File: config.mk
export PLATFORM = sky130hd
export DESIGN_NAME = dbg_trace_flat
export DESIGN_NICKNAME = d
export VERILOG_FILES = /design/src/hw/dbg_pkg.sv /design/src/hw/dbg_reg_if.sv /design/src/hw/dbg_trace.sv /design/src/flat_wrapper.sv
export SDC_FILE = /design/constraint.sdc
export NUM_CORES = 1
export LEC_CHECK = 0
export BUFFER_PORTS_ARGS = -buffer_cell sky130_fd_sc_hd__clkbuf_2
export CAP_MARGIN = 20
export CORE_ASPECT_RATIO = 1.1
export CORE_MARGIN = 2
export CORE_UTILIZATION = 56
export DETAILED_ROUTE_END_ITERATION = 7
export PLACE_DENSITY_LB_ADDON = 0.15
export SLEW_MARGIN = 20
export SYNTH_ARGS = -nofsm -noshare
export SYNTH_HDL_FRONTEND = slang
export SYNTH_SLANG_ARGS = --single-unit
File: constraint.sdc
create_clock -name clk_i -period 10.8 [get_ports clk_i]
set_clock_uncertainty 0.1 [all_clocks]
set_input_delay 0.54 -clock clk_i [delete_from_list [all_inputs] [get_ports clk_i]]
set_output_delay 0.54 -clock clk_i [all_outputs]
set_load 0.01 [all_outputs]
File: src/hw/dbg_pkg.sv
// Shared constants for the debug trace module and its register host
package dbg_pkg;
    localparam int unsigned ADDR_W    = 4;
    localparam int unsigned DATA_W    = 8;
    localparam int unsigned CPU_ADDR_W = 16;
    localparam int unsigned FIFO_DEPTH = 8;
    localparam int unsigned CNT_W     = 4;

    // Register indexes on the register port
    localparam logic [3:0] CMP_A_HIGH_IDX  = 4'h0;
    localparam logic [3:0] CMP_A_LOW_IDX   = 4'h1;
    localparam logic [3:0] CMP_B_HIGH_IDX  = 4'h2;
    localparam logic [3:0] CMP_B_LOW_IDX   = 4'h3;
    localparam logic [3:0] FIFO_HIGH_IDX   = 4'h4;
    localparam logic [3:0] FIFO_LOW_IDX    = 4'h5;
    localparam logic [3:0] CONTROL_IDX     = 4'h6;
    localparam logic [3:0] FORCE_RESET_IDX = 4'h7;

    // Control and force-reset register bit positions
    localparam int unsigned ENABLE_BIT  = 7;
    localparam int unsigned ARM_BIT     = 6;
    localparam int unsigned TAG_BIT     = 5;
    localparam int unsigned BREAK_ENABLE_BIT = 4;
    localparam int unsigned CMP_A_DIR_BIT    = 3;
    localparam int unsigned CMP_A_QUAL_BIT   = 2;
    localparam int unsigned CMP_B_DIR_BIT    = 1;
    localparam int unsigned CMP_B_QUAL_BIT   = 0;
    localparam int unsigned HOST_FORCED_RESET_BIT = 0;

    localparam logic [7:0]  BYTE_RESET  = 8'h00;
    localparam logic [15:0] WORD_RESET  = 16'h0000;
    localparam logic [3:0]  CNT_FULL    = 4'h8;
    localparam logic [3:0]  CNT_ZERO    = 4'h0;
endpackage

File: src/hw/dbg_reg_if.sv
// Register port between the debug module and its host
`timescale 1ns/1ps
`default_nettype none
interface dbg_reg_if;
    logic [3:0] addr;
    logic [7:0] wdata;
    logic       wr;
    logic       rd;
    logic       serial;
    logic [7:0] rdata;

    modport device (
        input  addr,
        input  wdata,
        input  wr,
        input  rd,
        input  serial,
        output rdata
    );
    modport host (
        output addr,
        output wdata,
        output wr,
        output rd,
        output serial,
        input  rdata
    );
endinterface
`default_nettype wire

File: src/hw/dbg_trace.sv
// Debug comparators, capture fifo, control and forced reset
//
// Functional notes
// - Force-reset writes only via serial commands
// - Force-reset register always reads zero
// - Serial write of bit0 forces chip reset
// - Eight bytes of registers, all user-readable
// - Comparator bytes reset zero, locked while armed
// - Fifo high byte read-only, zero in event-only
// - High read keeps position, low read advances
// - Event-only stores bytes only, upper half zero
// - Low reads while armed do not advance
// - Unarmed low read stores last opcode address
// - Fifo eight words deep, ninth read wraps
// - Control register accessible at any time
// - Bit7 enables module, refused when secured
// - Bit6 arms run, auto-cleared on completion
// - Bit5 selects tag or force break
// - Break on match (end) or full (begin)
// - Bits 3:2 qualify comparator A direction
// - Bits 1:0 qualify comparator B direction
// - Run ends on full or end trigger
`timescale 1ns/1ps
`default_nettype none
module dbg_trace #(
    parameter int unsigned DEPTH = dbg_pkg::FIFO_DEPTH
) (
    input  wire logic        clk_i,
    input  wire logic        sys_rst_i,
    input  wire logic        ce_i,
    dbg_reg_if.device        regs,
    input  wire logic [15:0] cpu_addr_i,
    input  wire logic [7:0]  cpu_data_i,
    input  wire logic        cpu_access_i,
    input  wire logic        cpu_read_i,
    input  wire logic        opcode_fetch_i,
    input  wire logic        secure_i,
    input  wire logic        begin_trace_i,
    input  wire logic        event_only_i,
    output logic             break_req_o,
    output logic             break_tag_o,
    output logic             force_reset_o,
    output logic             armed_o,
    output logic [3:0]       valid_count_o
);
    logic [7:0]  cmp_a_high_ff;
    logic [7:0]  cmp_a_low_ff;
    logic [7:0]  cmp_b_high_ff;
    logic [7:0]  cmp_b_low_ff;
    logic [7:0]  control_ff;
    logic [15:0] fifo_ff [DEPTH];
    logic [15:0] last_opcode_ff;
    logic [3:0]  count_ff;
    logic        triggered_ff;
    logic [7:0]  rdata_ff;
    logic        break_req_ff;
    logic        force_reset_ff;

    logic        wr_cmp;
    logic        wr_ctrl;
    logic        match_a;
    logic        match_b;
    logic        trigger;
    logic        armed;
    logic        store;
    logic        shift;
    logic [15:0] shift_word;
    logic        becomes_full;
    logic        run_end;
    logic        nxt_enable;

    assign armed   = control_ff[dbg_pkg::ARM_BIT];
    assign wr_ctrl = regs.wr && regs.addr == dbg_pkg::CONTROL_IDX;
    // Compare values are frozen during a run
    assign wr_cmp  = regs.wr && !armed;

    // Comparators see the joined bytes and optional direction check
    assign match_a = cpu_access_i
        && cpu_addr_i == {cmp_a_high_ff, cmp_a_low_ff}
        && (!control_ff[dbg_pkg::CMP_A_QUAL_BIT]
            || cpu_read_i == control_ff[dbg_pkg::CMP_A_DIR_BIT]);
    assign match_b = cpu_access_i
        && cpu_addr_i == {cmp_b_high_ff, cmp_b_low_ff}
        && (!control_ff[dbg_pkg::CMP_B_QUAL_BIT]
            || cpu_read_i == control_ff[dbg_pkg::CMP_B_DIR_BIT]);

    assign trigger = armed && (event_only_i ? match_a : (match_a || match_b));

    // Event-only runs count as begin traces and store data bytes
    always_comb begin
        store      = 1'b0;
        shift_word = last_opcode_ff;
        if (armed) begin
            if (event_only_i) begin
                store      = match_b && (triggered_ff || match_a);
                shift_word = {dbg_pkg::BYTE_RESET, cpu_data_i};
            end else if (begin_trace_i) begin
                store      = opcode_fetch_i && (triggered_ff || trigger);
                shift_word = cpu_addr_i;
            end else begin
                store      = opcode_fetch_i;
                shift_word = cpu_addr_i;
            end
        end
    end

    assign becomes_full = store && count_ff == dbg_pkg::CNT_FULL - 4'h1;
    assign run_end = armed && ((begin_trace_i || event_only_i)
        ? becomes_full : trigger);

    // Low read shifts only when unarmed; profiling feeds the tail
    assign shift = store
        || (regs.rd && regs.addr == dbg_pkg::FIFO_LOW_IDX
            && !armed);

    // Comparator value bytes
    always_ff @(posedge clk_i or posedge sys_rst_i) begin
        if (sys_rst_i) begin
            cmp_a_high_ff <= dbg_pkg::BYTE_RESET;
            cmp_a_low_ff  <= dbg_pkg::BYTE_RESET;
            cmp_b_high_ff <= dbg_pkg::BYTE_RESET;
            cmp_b_low_ff  <= dbg_pkg::BYTE_RESET;
        end else if (ce_i && wr_cmp) begin
            case (regs.addr)
                dbg_pkg::CMP_A_HIGH_IDX: cmp_a_high_ff <= regs.wdata;
                dbg_pkg::CMP_A_LOW_IDX:  cmp_a_low_ff  <= regs.wdata;
                dbg_pkg::CMP_B_HIGH_IDX: cmp_b_high_ff <= regs.wdata;
                dbg_pkg::CMP_B_LOW_IDX:  cmp_b_low_ff  <= regs.wdata;
                default: ;
            endcase
        end
    end

    // Control register; a software write beats the run-end clear
    always_comb begin
        nxt_enable = regs.wdata[dbg_pkg::ENABLE_BIT] && !secure_i;
    end

    always_ff @(posedge clk_i or posedge sys_rst_i) begin
        if (sys_rst_i) begin
            control_ff <= dbg_pkg::BYTE_RESET;
        end else if (ce_i) begin
            if (wr_ctrl) begin
                control_ff <= regs.wdata;
                control_ff[dbg_pkg::ENABLE_BIT] <= nxt_enable;
                control_ff[dbg_pkg::ARM_BIT] <= nxt_enable
                    && regs.wdata[dbg_pkg::ARM_BIT];
            end else if (run_end) begin
                control_ff[dbg_pkg::ARM_BIT] <= 1'b0;
            end
        end
    end

    // Most recent opcode address, for profiling reads
    always_ff @(posedge clk_i or posedge sys_rst_i) begin
        if (sys_rst_i) begin
            last_opcode_ff <= dbg_pkg::WORD_RESET;
        end else if (ce_i && opcode_fetch_i) begin
            last_opcode_ff <= cpu_addr_i;
        end
    end

    // Shift-register fifo: head at entry 0, new words enter the tail
    genvar gi;
    generate
        for (gi = 0; gi < DEPTH; gi++) begin : g_fifo
            always_ff @(posedge clk_i or posedge sys_rst_i) begin
                if (sys_rst_i) begin
                    fifo_ff[gi] <= dbg_pkg::WORD_RESET;
                end else if (ce_i && shift) begin
                    if (gi == DEPTH - 1) begin
                        fifo_ff[gi] <= shift_word;
                    end else begin
                        fifo_ff[gi] <= fifo_ff[gi + 1];
                    end
                end
            end
        end
    endgenerate

    // Valid count and begin-trace trigger latch, cleared when armed
    always_ff @(posedge clk_i or posedge sys_rst_i) begin
        if (sys_rst_i) begin
            count_ff     <= dbg_pkg::CNT_ZERO;
            triggered_ff <= 1'b0;
        end else if (ce_i) begin
            if (wr_ctrl && nxt_enable && regs.wdata[dbg_pkg::ARM_BIT]) begin
                count_ff     <= dbg_pkg::CNT_ZERO;
                triggered_ff <= 1'b0;
            end else if (armed) begin
                if (store && count_ff != dbg_pkg::CNT_FULL) begin
                    count_ff <= count_ff + 4'h1;
                end
                if (trigger) begin
                    triggered_ff <= 1'b1;
                end
            end
        end
    end

    // Break requests; tag bit is meaningless without break enable
    always_ff @(posedge clk_i or posedge sys_rst_i) begin
        if (sys_rst_i) begin
            break_req_ff <= 1'b0;
        end else if (ce_i) begin
            break_req_ff <= control_ff[dbg_pkg::BREAK_ENABLE_BIT]
                && run_end;
        end
    end

    // Forced reset only from serial commands; user writes drop
    always_ff @(posedge clk_i or posedge sys_rst_i) begin
        if (sys_rst_i) begin
            force_reset_ff <= 1'b0;
        end else if (ce_i) begin
            force_reset_ff <= regs.wr && regs.serial
                && regs.addr == dbg_pkg::FORCE_RESET_IDX
                && regs.wdata[dbg_pkg::HOST_FORCED_RESET_BIT];
        end
    end

    // Read data stands one cycle after the strobe
    always_ff @(posedge clk_i or posedge sys_rst_i) begin
        if (sys_rst_i) begin
            rdata_ff <= dbg_pkg::BYTE_RESET;
        end else if (ce_i) begin
            if (regs.rd) begin
                case (regs.addr)
                    dbg_pkg::CMP_A_HIGH_IDX: rdata_ff <= cmp_a_high_ff;
                    dbg_pkg::CMP_A_LOW_IDX:  rdata_ff <= cmp_a_low_ff;
                    dbg_pkg::CMP_B_HIGH_IDX: rdata_ff <= cmp_b_high_ff;
                    dbg_pkg::CMP_B_LOW_IDX:  rdata_ff <= cmp_b_low_ff;
                    dbg_pkg::FIFO_HIGH_IDX:
                        rdata_ff <= event_only_i ? dbg_pkg::BYTE_RESET
                            : fifo_ff[0][15:8];
                    dbg_pkg::FIFO_LOW_IDX:   rdata_ff <= fifo_ff[0][7:0];
                    dbg_pkg::CONTROL_IDX:    rdata_ff <= control_ff;
                    dbg_pkg::FORCE_RESET_IDX:
                        rdata_ff <= dbg_pkg::BYTE_RESET;
                    default:                 rdata_ff <= dbg_pkg::BYTE_RESET;
                endcase
            end else begin
                rdata_ff <= dbg_pkg::BYTE_RESET;
            end
        end
    end

    assign regs.rdata    = rdata_ff;
    assign break_req_o   = break_req_ff;
    assign break_tag_o   = control_ff[dbg_pkg::TAG_BIT];
    assign force_reset_o = force_reset_ff;
    assign armed_o       = armed;
    assign valid_count_o = count_ff;
endmodule
`default_nettype wire

File: src/flat_wrapper.sv
// flat-port wrapper written by rule: the top's interface ports become plain ports
module dbg_trace_flat 
#(
    parameter int unsigned DEPTH = dbg_pkg::FIFO_DEPTH
)
  (clk_i, sys_rst_i, ce_i, cpu_addr_i, cpu_data_i, cpu_access_i, cpu_read_i, opcode_fetch_i, secure_i, begin_trace_i, event_only_i, break_req_o, break_tag_o, force_reset_o, armed_o, valid_count_o, regs_addr, regs_wdata, regs_wr, regs_rd, regs_serial, regs_rdata);
  dbg_reg_if regs_i ();
  input  wire logic clk_i;
  input  wire logic sys_rst_i;
  input  wire logic ce_i;
  input  wire logic [15:0] cpu_addr_i;
  input  wire logic [7:0] cpu_data_i;
  input  wire logic cpu_access_i;
  input  wire logic cpu_read_i;
  input  wire logic opcode_fetch_i;
  input  wire logic secure_i;
  input  wire logic begin_trace_i;
  input  wire logic event_only_i;
  output logic break_req_o;
  output logic break_tag_o;
  output logic force_reset_o;
  output logic armed_o;
  output logic [3:0] valid_count_o;
  input wire logic [$bits(regs_i.addr)-1:0] regs_addr;
  input wire logic [$bits(regs_i.wdata)-1:0] regs_wdata;
  input wire logic [$bits(regs_i.wr)-1:0] regs_wr;
  input wire logic [$bits(regs_i.rd)-1:0] regs_rd;
  input wire logic [$bits(regs_i.serial)-1:0] regs_serial;
  output wire logic [$bits(regs_i.rdata)-1:0] regs_rdata;
  assign regs_i.addr = regs_addr;
  assign regs_i.wdata = regs_wdata;
  assign regs_i.wr = regs_wr;
  assign regs_i.rd = regs_rd;
  assign regs_i.serial = regs_serial;
  assign regs_rdata = regs_i.rdata;
  dbg_trace #(.DEPTH(DEPTH)) u_core (.clk_i(clk_i), .sys_rst_i(sys_rst_i), .ce_i(ce_i), .regs(regs_i), .cpu_addr_i(cpu_addr_i), .cpu_data_i(cpu_data_i), .cpu_access_i(cpu_access_i), .cpu_read_i(cpu_read_i), .opcode_fetch_i(opcode_fetch_i), .secure_i(secure_i), .begin_trace_i(begin_trace_i), .event_only_i(event_only_i), .break_req_o(break_req_o), .break_tag_o(break_tag_o), .force_reset_o(force_reset_o), .armed_o(armed_o), .valid_count_o(valid_count_o));
endmodule
**Word-level counts from Yosys, hierarchy flattened**

Cells that the tools add are included.

- Bits in registers: 199
- Latch bits: 0
- Memory bits (writable): 0
- Memory bits (read-only): 0
- Output and inout port bits: 16
- Word-level logic and storage cells: 101
- Memories: 0

- $add $sub $neg: 1
- Multipliers: 0
- Div/mod/pow operators: 0
- Order comparisons: 0
- Equal/unequal tests: 13
- Shift-type cells: 0
- Muxes and demuxes: 18
- Bitwise gates (word level): 0
- Reductions and logical operators: 49

Operator list:

| operator | count |
|---|---|
| case mux 8 bit (7 select lines) | 1 |
| == test 16 bit | 2 |
| two-way mux 16 bit | 2 |
| logical AND 1 bit | 25 |
| == test 4 x 3 -> 1 bit (second input constant) | 5 |
| two-way mux 8 bit | 2 |
| two-way mux 4 bit | 3 |
| AND reduction 2 bit | 6 |
| two-way mux 1 bit | 10 |
| == test 4 x 2 -> 1 bit (second input constant) | 2 |
| nonzero test 2 bit | 4 |
| logical OR 1 bit | 7 |
| AND reduction 3 bit | 2 |
| adder 4 x 1 -> 4 bit (second input constant) | 1 |
| == test 4 x 1 -> 1 bit (second input constant) | 1 |
| zero test 1 bit | 4 |
| zero test 4 bit | 1 |
| inequality test 4 bit (second input constant) | 1 |
| == test 1 bit | 2 |

**Longest topological paths before layout**

- Depth after elaboration: 16
- Mapped depth: 9
- Gate-level depth less buffers: 7

**Worst setup path before layout**

OpenSTA, ideal clock, no wires.

- Kind: input to register
- Start: in cpu_addr_i[2]
- End: reg u_core.fifo_ff[0] (netlist bit)
- Data arrival time: 2.304 ns
- Data required time: 10.575 ns
- Setup slack: 8.271 ns
- Stages on the path: 9
- Buffers on the path: 2
- Path through: xor2_1 -> or4b_4 -> nor3_4 -> a21boi_2 -> nand2_2 -> a31oi_4 -> buf_12 -> buf_12 -> mux2_4

- Longest elaborated chain between the ends: 13
- Elaborated cells on any way between the ends: 18
- Those cells by class: eq/ne: 2; mux: 4; reduce/logical: 12

RTL lines:

| item | RTL line | text |
|---|---|---|
| from (decl) | flat_wrapper.sv:11 | `input wire logic [15:0] cpu_addr_i;` |
| == test 16 bit (on tied branches) | dbg_trace.sv:79, dbg_trace.sv:83 |  |
| logical AND 1 bit (on tied branches) | dbg_trace.sv:79, dbg_trace.sv:83 |  |
| logical AND 1 bit (on tied branches) | dbg_trace.sv:80, dbg_trace.sv:84 |  |
| logical OR 1 bit | dbg_trace.sv:87 | `assign trigger = armed && (event_only_i ? match_a : (match_a \|\| match_b));` |
| two-way mux 1 bit | dbg_trace.sv:87 |  |
| logical AND 1 bit | dbg_trace.sv:87 |  |
| logical OR 1 bit | dbg_trace.sv:98 | `store = opcode_fetch_i && (triggered_ff \|\| trigger);` |
| logical AND 1 bit | dbg_trace.sv:98 |  |
| two-way mux 1 bit | dbg_trace.sv:97 | `end else if (begin_trace_i) begin` |
| two-way mux 1 bit (*) | dbg_trace.sv:94 | `if (event_only_i) begin` |
| two-way mux 1 bit (*) | dbg_trace.sv:93 | `if (armed) begin` |
| logical OR 1 bit (*) | dbg_trace.sv:113 | `\|\| (regs.rd && regs.addr == dbg_pkg::FIFO_LOW_IDX` |
| logical AND 1 bit (*) | dbg_trace.sv:170 | `end else if (ce_i && shift) begin` |
| to (signal, indexed assignment) | dbg_trace.sv:169 | `fifo_ff[gi] <= dbg_pkg::WORD_RESET;` |
| to (signal, indexed assignment) | dbg_trace.sv:172 | `fifo_ff[gi] <= shift_word;` |
| to (signal, indexed assignment) | dbg_trace.sv:174 | `fifo_ff[gi] <= fifo_ff[gi + 1];` |
| to (decl) | dbg_trace.sv:51 | `logic [15:0] fifo_ff [DEPTH];` |

Mark *: on every way between the ends. The rest lies on a longest branch, timed or not.
A chain may end at the register's enable or synchronous reset.

**Final worst setup path**

- Start: reg u_core.cmp_a_low_ff[0]
- End: reg u_core.fifo_ff[15] (netlist bit)

- Longest elaborated chain between the ends: 13
- Elaborated cells on any way between the ends: 15
- Those cells by class: eq/ne: 1; mux: 4; reduce/logical: 10

RTL lines:

| item | RTL line | text |
|---|---|---|
| from (decl) | dbg_trace.sv:47 | `logic [7:0] cmp_a_low_ff;` |
| from (signal assigned) | dbg_trace.sv:120 | `cmp_a_low_ff <= dbg_pkg::BYTE_RESET;` |
| from (signal assigned) | dbg_trace.sv:126 | `dbg_pkg::CMP_A_LOW_IDX: cmp_a_low_ff <= regs.wdata;` |
| == test 16 bit (*) | dbg_trace.sv:79 | `&& cpu_addr_i == {cmp_a_high_ff, cmp_a_low_ff}` |
| logical AND 1 bit (*) | dbg_trace.sv:79 |  |
| logical AND 1 bit (*) | dbg_trace.sv:80 | `&& (!control_ff[dbg_pkg::CMP_A_QUAL_BIT]` |
| logical OR 1 bit | dbg_trace.sv:87 |  |
| two-way mux 1 bit | dbg_trace.sv:87 |  |
| logical AND 1 bit | dbg_trace.sv:87 |  |
| logical OR 1 bit | dbg_trace.sv:98 |  |
| logical AND 1 bit | dbg_trace.sv:98 |  |
| two-way mux 1 bit | dbg_trace.sv:97 |  |
| two-way mux 1 bit (*) | dbg_trace.sv:94 |  |
| two-way mux 1 bit (*) | dbg_trace.sv:93 |  |
| logical OR 1 bit (*) | dbg_trace.sv:113 |  |
| logical AND 1 bit (*) | dbg_trace.sv:170 |  |

Marked as above.

==> metrics.yaml <==
yosys:
  ys_ff_latch: 199
  synth_top_area_frac: 0.526
  synth-main-ff-cell: "dfrtp_1"
  synthXorXnorAreaFrac: 0.0324
  synthAdderAreaFrac: 0.00264
  synth-edff-count: 0
  ys_warn_count: 0
  synth_mux_area_frac: 0.286
  netlist_instances: 665
  synth_cell_type_count: 52
  synthArstFlopShare: 1.00
  syn_nets: 715
  yosys.area.top_type: "dfrtp_1"
  yosys.area_share.simple: 0.0568
  avgSynthCellArea_um2: 14.2
  seq_area_frac_synth: 0.526
  syn_area_um2: 9470
  synth_top_family_by_area: "multiplexers"
  synth-compound-area-share: 0.0543
  synthTopCellsByArea: "dfrtp_1, mux2_4, mux2_2"
placed_design:
  dp_hpwl_um: 14000
  gp_congestion: 0.961
  portBuffers: 63
global_routing:
  global_route.usage.met3: 0.0584
  use_met1: 0.326
  grt_pass1_wl_um: 31900
  grt_use_total: 0.234
  busiest_layer: "met2"
  grt_overflow: 0
  grtUsageMet2: 0.350
  grt_antenna_before_repair: 1
  grt_start_max_net_pins: 139
  grt_pass1_vias: 5708
clocking:
  hold_buffers: 0
  clk_path_buf_depth: 2
  cts_tree: "done"
  clkLatencyLatePin_ns: 0.43
  clock-root-buffer: "clkbuf_16"
  path_clk_slew_ns: 0.07
  cts_setup_buffers: 0
  post_cts_resize_count: 0
  htreeDepth: 4
  cts.sinks: 199
  cts_made_buffers: 17
sta:
  max_freq_mhz: 223
  rsz0062_at_grt: "false"
  setup_viol: 0
  hold_violations: 0
  period_needed_ns: 4.48
  worst_pin_slew_ns: 1.04
  timing.final.crit_share: 0.415
  relSlewSlack: 0.306
  timing.setup.tns_ns: 0
  slew_viol_final: 0
worst_setup_path:
  end_kind: "register"
  cp_top_family: "buffers and inverters"
  slowest_delay_ns: 0.92
  crit_type: "reg2reg"
  arrival_ns: 4.69
  startpoint_type: "register"
  cpMostUsedCell: "buf_4"
  crit_path_cell_trace: "xnor2_1 > nand4_1 > a211oi_1 > a31oi_1 > o21ai_2 > a31oi_4 > buf_4 > buf_4 > mux2_2"
  required_ns: 11.01
  slowest_stage: "buf_4"
  critical_path.max_fanout: 61
  critPathBufInv: 2
pwr:
  power_density_nw_per_um2: 169
  ir_drop_mv: 0.126
  p_leak_nw: 5.25
  finalPower_mw: 1.75
floorplan:
  die_x_um: 128
  floorplan.initialDensity: 0.577
  die_y_um: 140
  core_um2: 16400
  rows: 49
  die_area_um2: 18000
  ios: 64
run_status:
  status: "finished clean"
detailed_routing:
  drtAntennaViolNets: 0
  dr.pass1.iters: 5
  routedWlPerCell_um: 21.4
  postRouteWirelength_um: 20200
  drcViolationCount: 0
  vias_per_cell: 5.90
  drt_iter0_markers: 434
  vias: 5553
finish:
  nets: 773
  area_growth_pct: 9.44
  drive_gt1_frac: 0.401
  layout_common_cells: "dfrtp_1, mux2_4, mux2_2, clkbuf_2, nor2_1"
  final_common_cell: "dfrtp_1"
job:
  cap_viol_max_count: 0
worst_hold_path:
  hold_path.class: "in2async"
==> kinds of logic (layout without fill, tap and decap cells) <==
logic type / after synthesis / after routing
other cells: 0 / 1
fa+ha+maj: 2 / 2
mux: 203 / 203
compound gates: 71 / 71
simple gates: 103 / 103
xor+xnor: 35 / 35
buf+inv: 52 / 123
flops: 199 / 199
==> area by class of cell <==
type / count / area (um2)
Clock inverter: 13 / 144
Fill cell: 1255 / 6060
Clock buffer: 19 / 443
Sequential cell: 199 / 4980
Inverter: 23 / 93.8
Multi-Input combinational cell: 414 / 4100
Timing Repair Buffer: 68 / 353
Antenna cell: 1 / 2.50
Tap cell: 204 / 255
==> cells in the mapped netlist, drive strengths merged (2+ instances only) <==
cell	number
a221oi	4
a22o	3
buf	14
and2	2
and3	2
ha	2
xnor2	24
nand3	6
a32oi	4
a21oi	10
o221ai	2
nor3	5
nor4b	2
mux2i	18
or2	3
clkbuf	15
a2111oi	4
nand2b	6
mux2	185
a22oi	8
nand2	26
o22ai	10
nand4	7
nor2	28
nor2b	9
xor2	11
o211ai	2
dfrtp	199
o21ai	13
a31oi	3
inv	23
==> flip-flops by register name, indices dropped and copies added (netlist names) <==
signal	count
u_core.force_reset_o	1
u_core.fifo_ff	128
u_core.cmp_a_low_ff	8
u_core.last_opcode_ff	16
u_core.cmp_a_high_ff	8
u_core.break_req_o	1
u_core.regs.rdata	8
u_core.control_ff	8
u_core.valid_count_o	4
u_core.triggered_ff	1
u_core.cmp_b_low_ff	8
u_core.cmp_b_high_ff	8
==> where the power goes <==
part | leakage [nW] | internal (mW) | switching, mW
Sequential | 2.67 | 0.823 | 0.0662
Clock | 0.271 | 0.332 | 0.294
Combinational | 2.31 | 0.129 | 0.109
Total | 5.25 | 1.28 | 0.469
==> path summary, 6_finish.rpt <==
check                                       start                  endpoint  slack [ns]  depth (start not counted)
max                        u_core.cmp_a_low_ff[0]        u_core.fifo_ff[15]        6.32                          9
min                                     sys_rst_i        u_core.fifo_ff[94]        0.20                          2
max reg2reg                u_core.cmp_a_low_ff[0]        u_core.fifo_ff[15]        6.32                          9
min reg2reg                    u_core.fifo_ff[69]        u_core.fifo_ff[85]        0.41                          1
max in group asynchronous               sys_rst_i  u_core.last_opcode_ff[5]        9.04                          3
min in group clk_i                  cpu_addr_i[4]  u_core.last_opcode_ff[4]        0.32                          2
==> layer usage <==
metal	wire (um)	part of all wire	vias to the layer above
met4	679	0.034	0
met1	9020	0.45	2815
met2	9330	0.46	199
met5	0	0	-
met3	1120	0.056	46
li1	-	-	2493
==> stage by stage <==
step           hold slack (ns)  setup WS (ns)  area (um2)   util  cells
4_1_cts                  0.265           6.36       10400  0.631    940
3_3_place_gp             0.382           6.20        9780  0.595    908
2_1_floorplan            0.375           4.73        9470      -    665
5_1_grt                  0.289           6.14       10400  0.631    940
3_5_place_dp             0.391           6.12        9780  0.595    908
6_report                 0.204           6.32       10400  0.631    941
No activity file was read; power rests on OpenSTA's default activity.
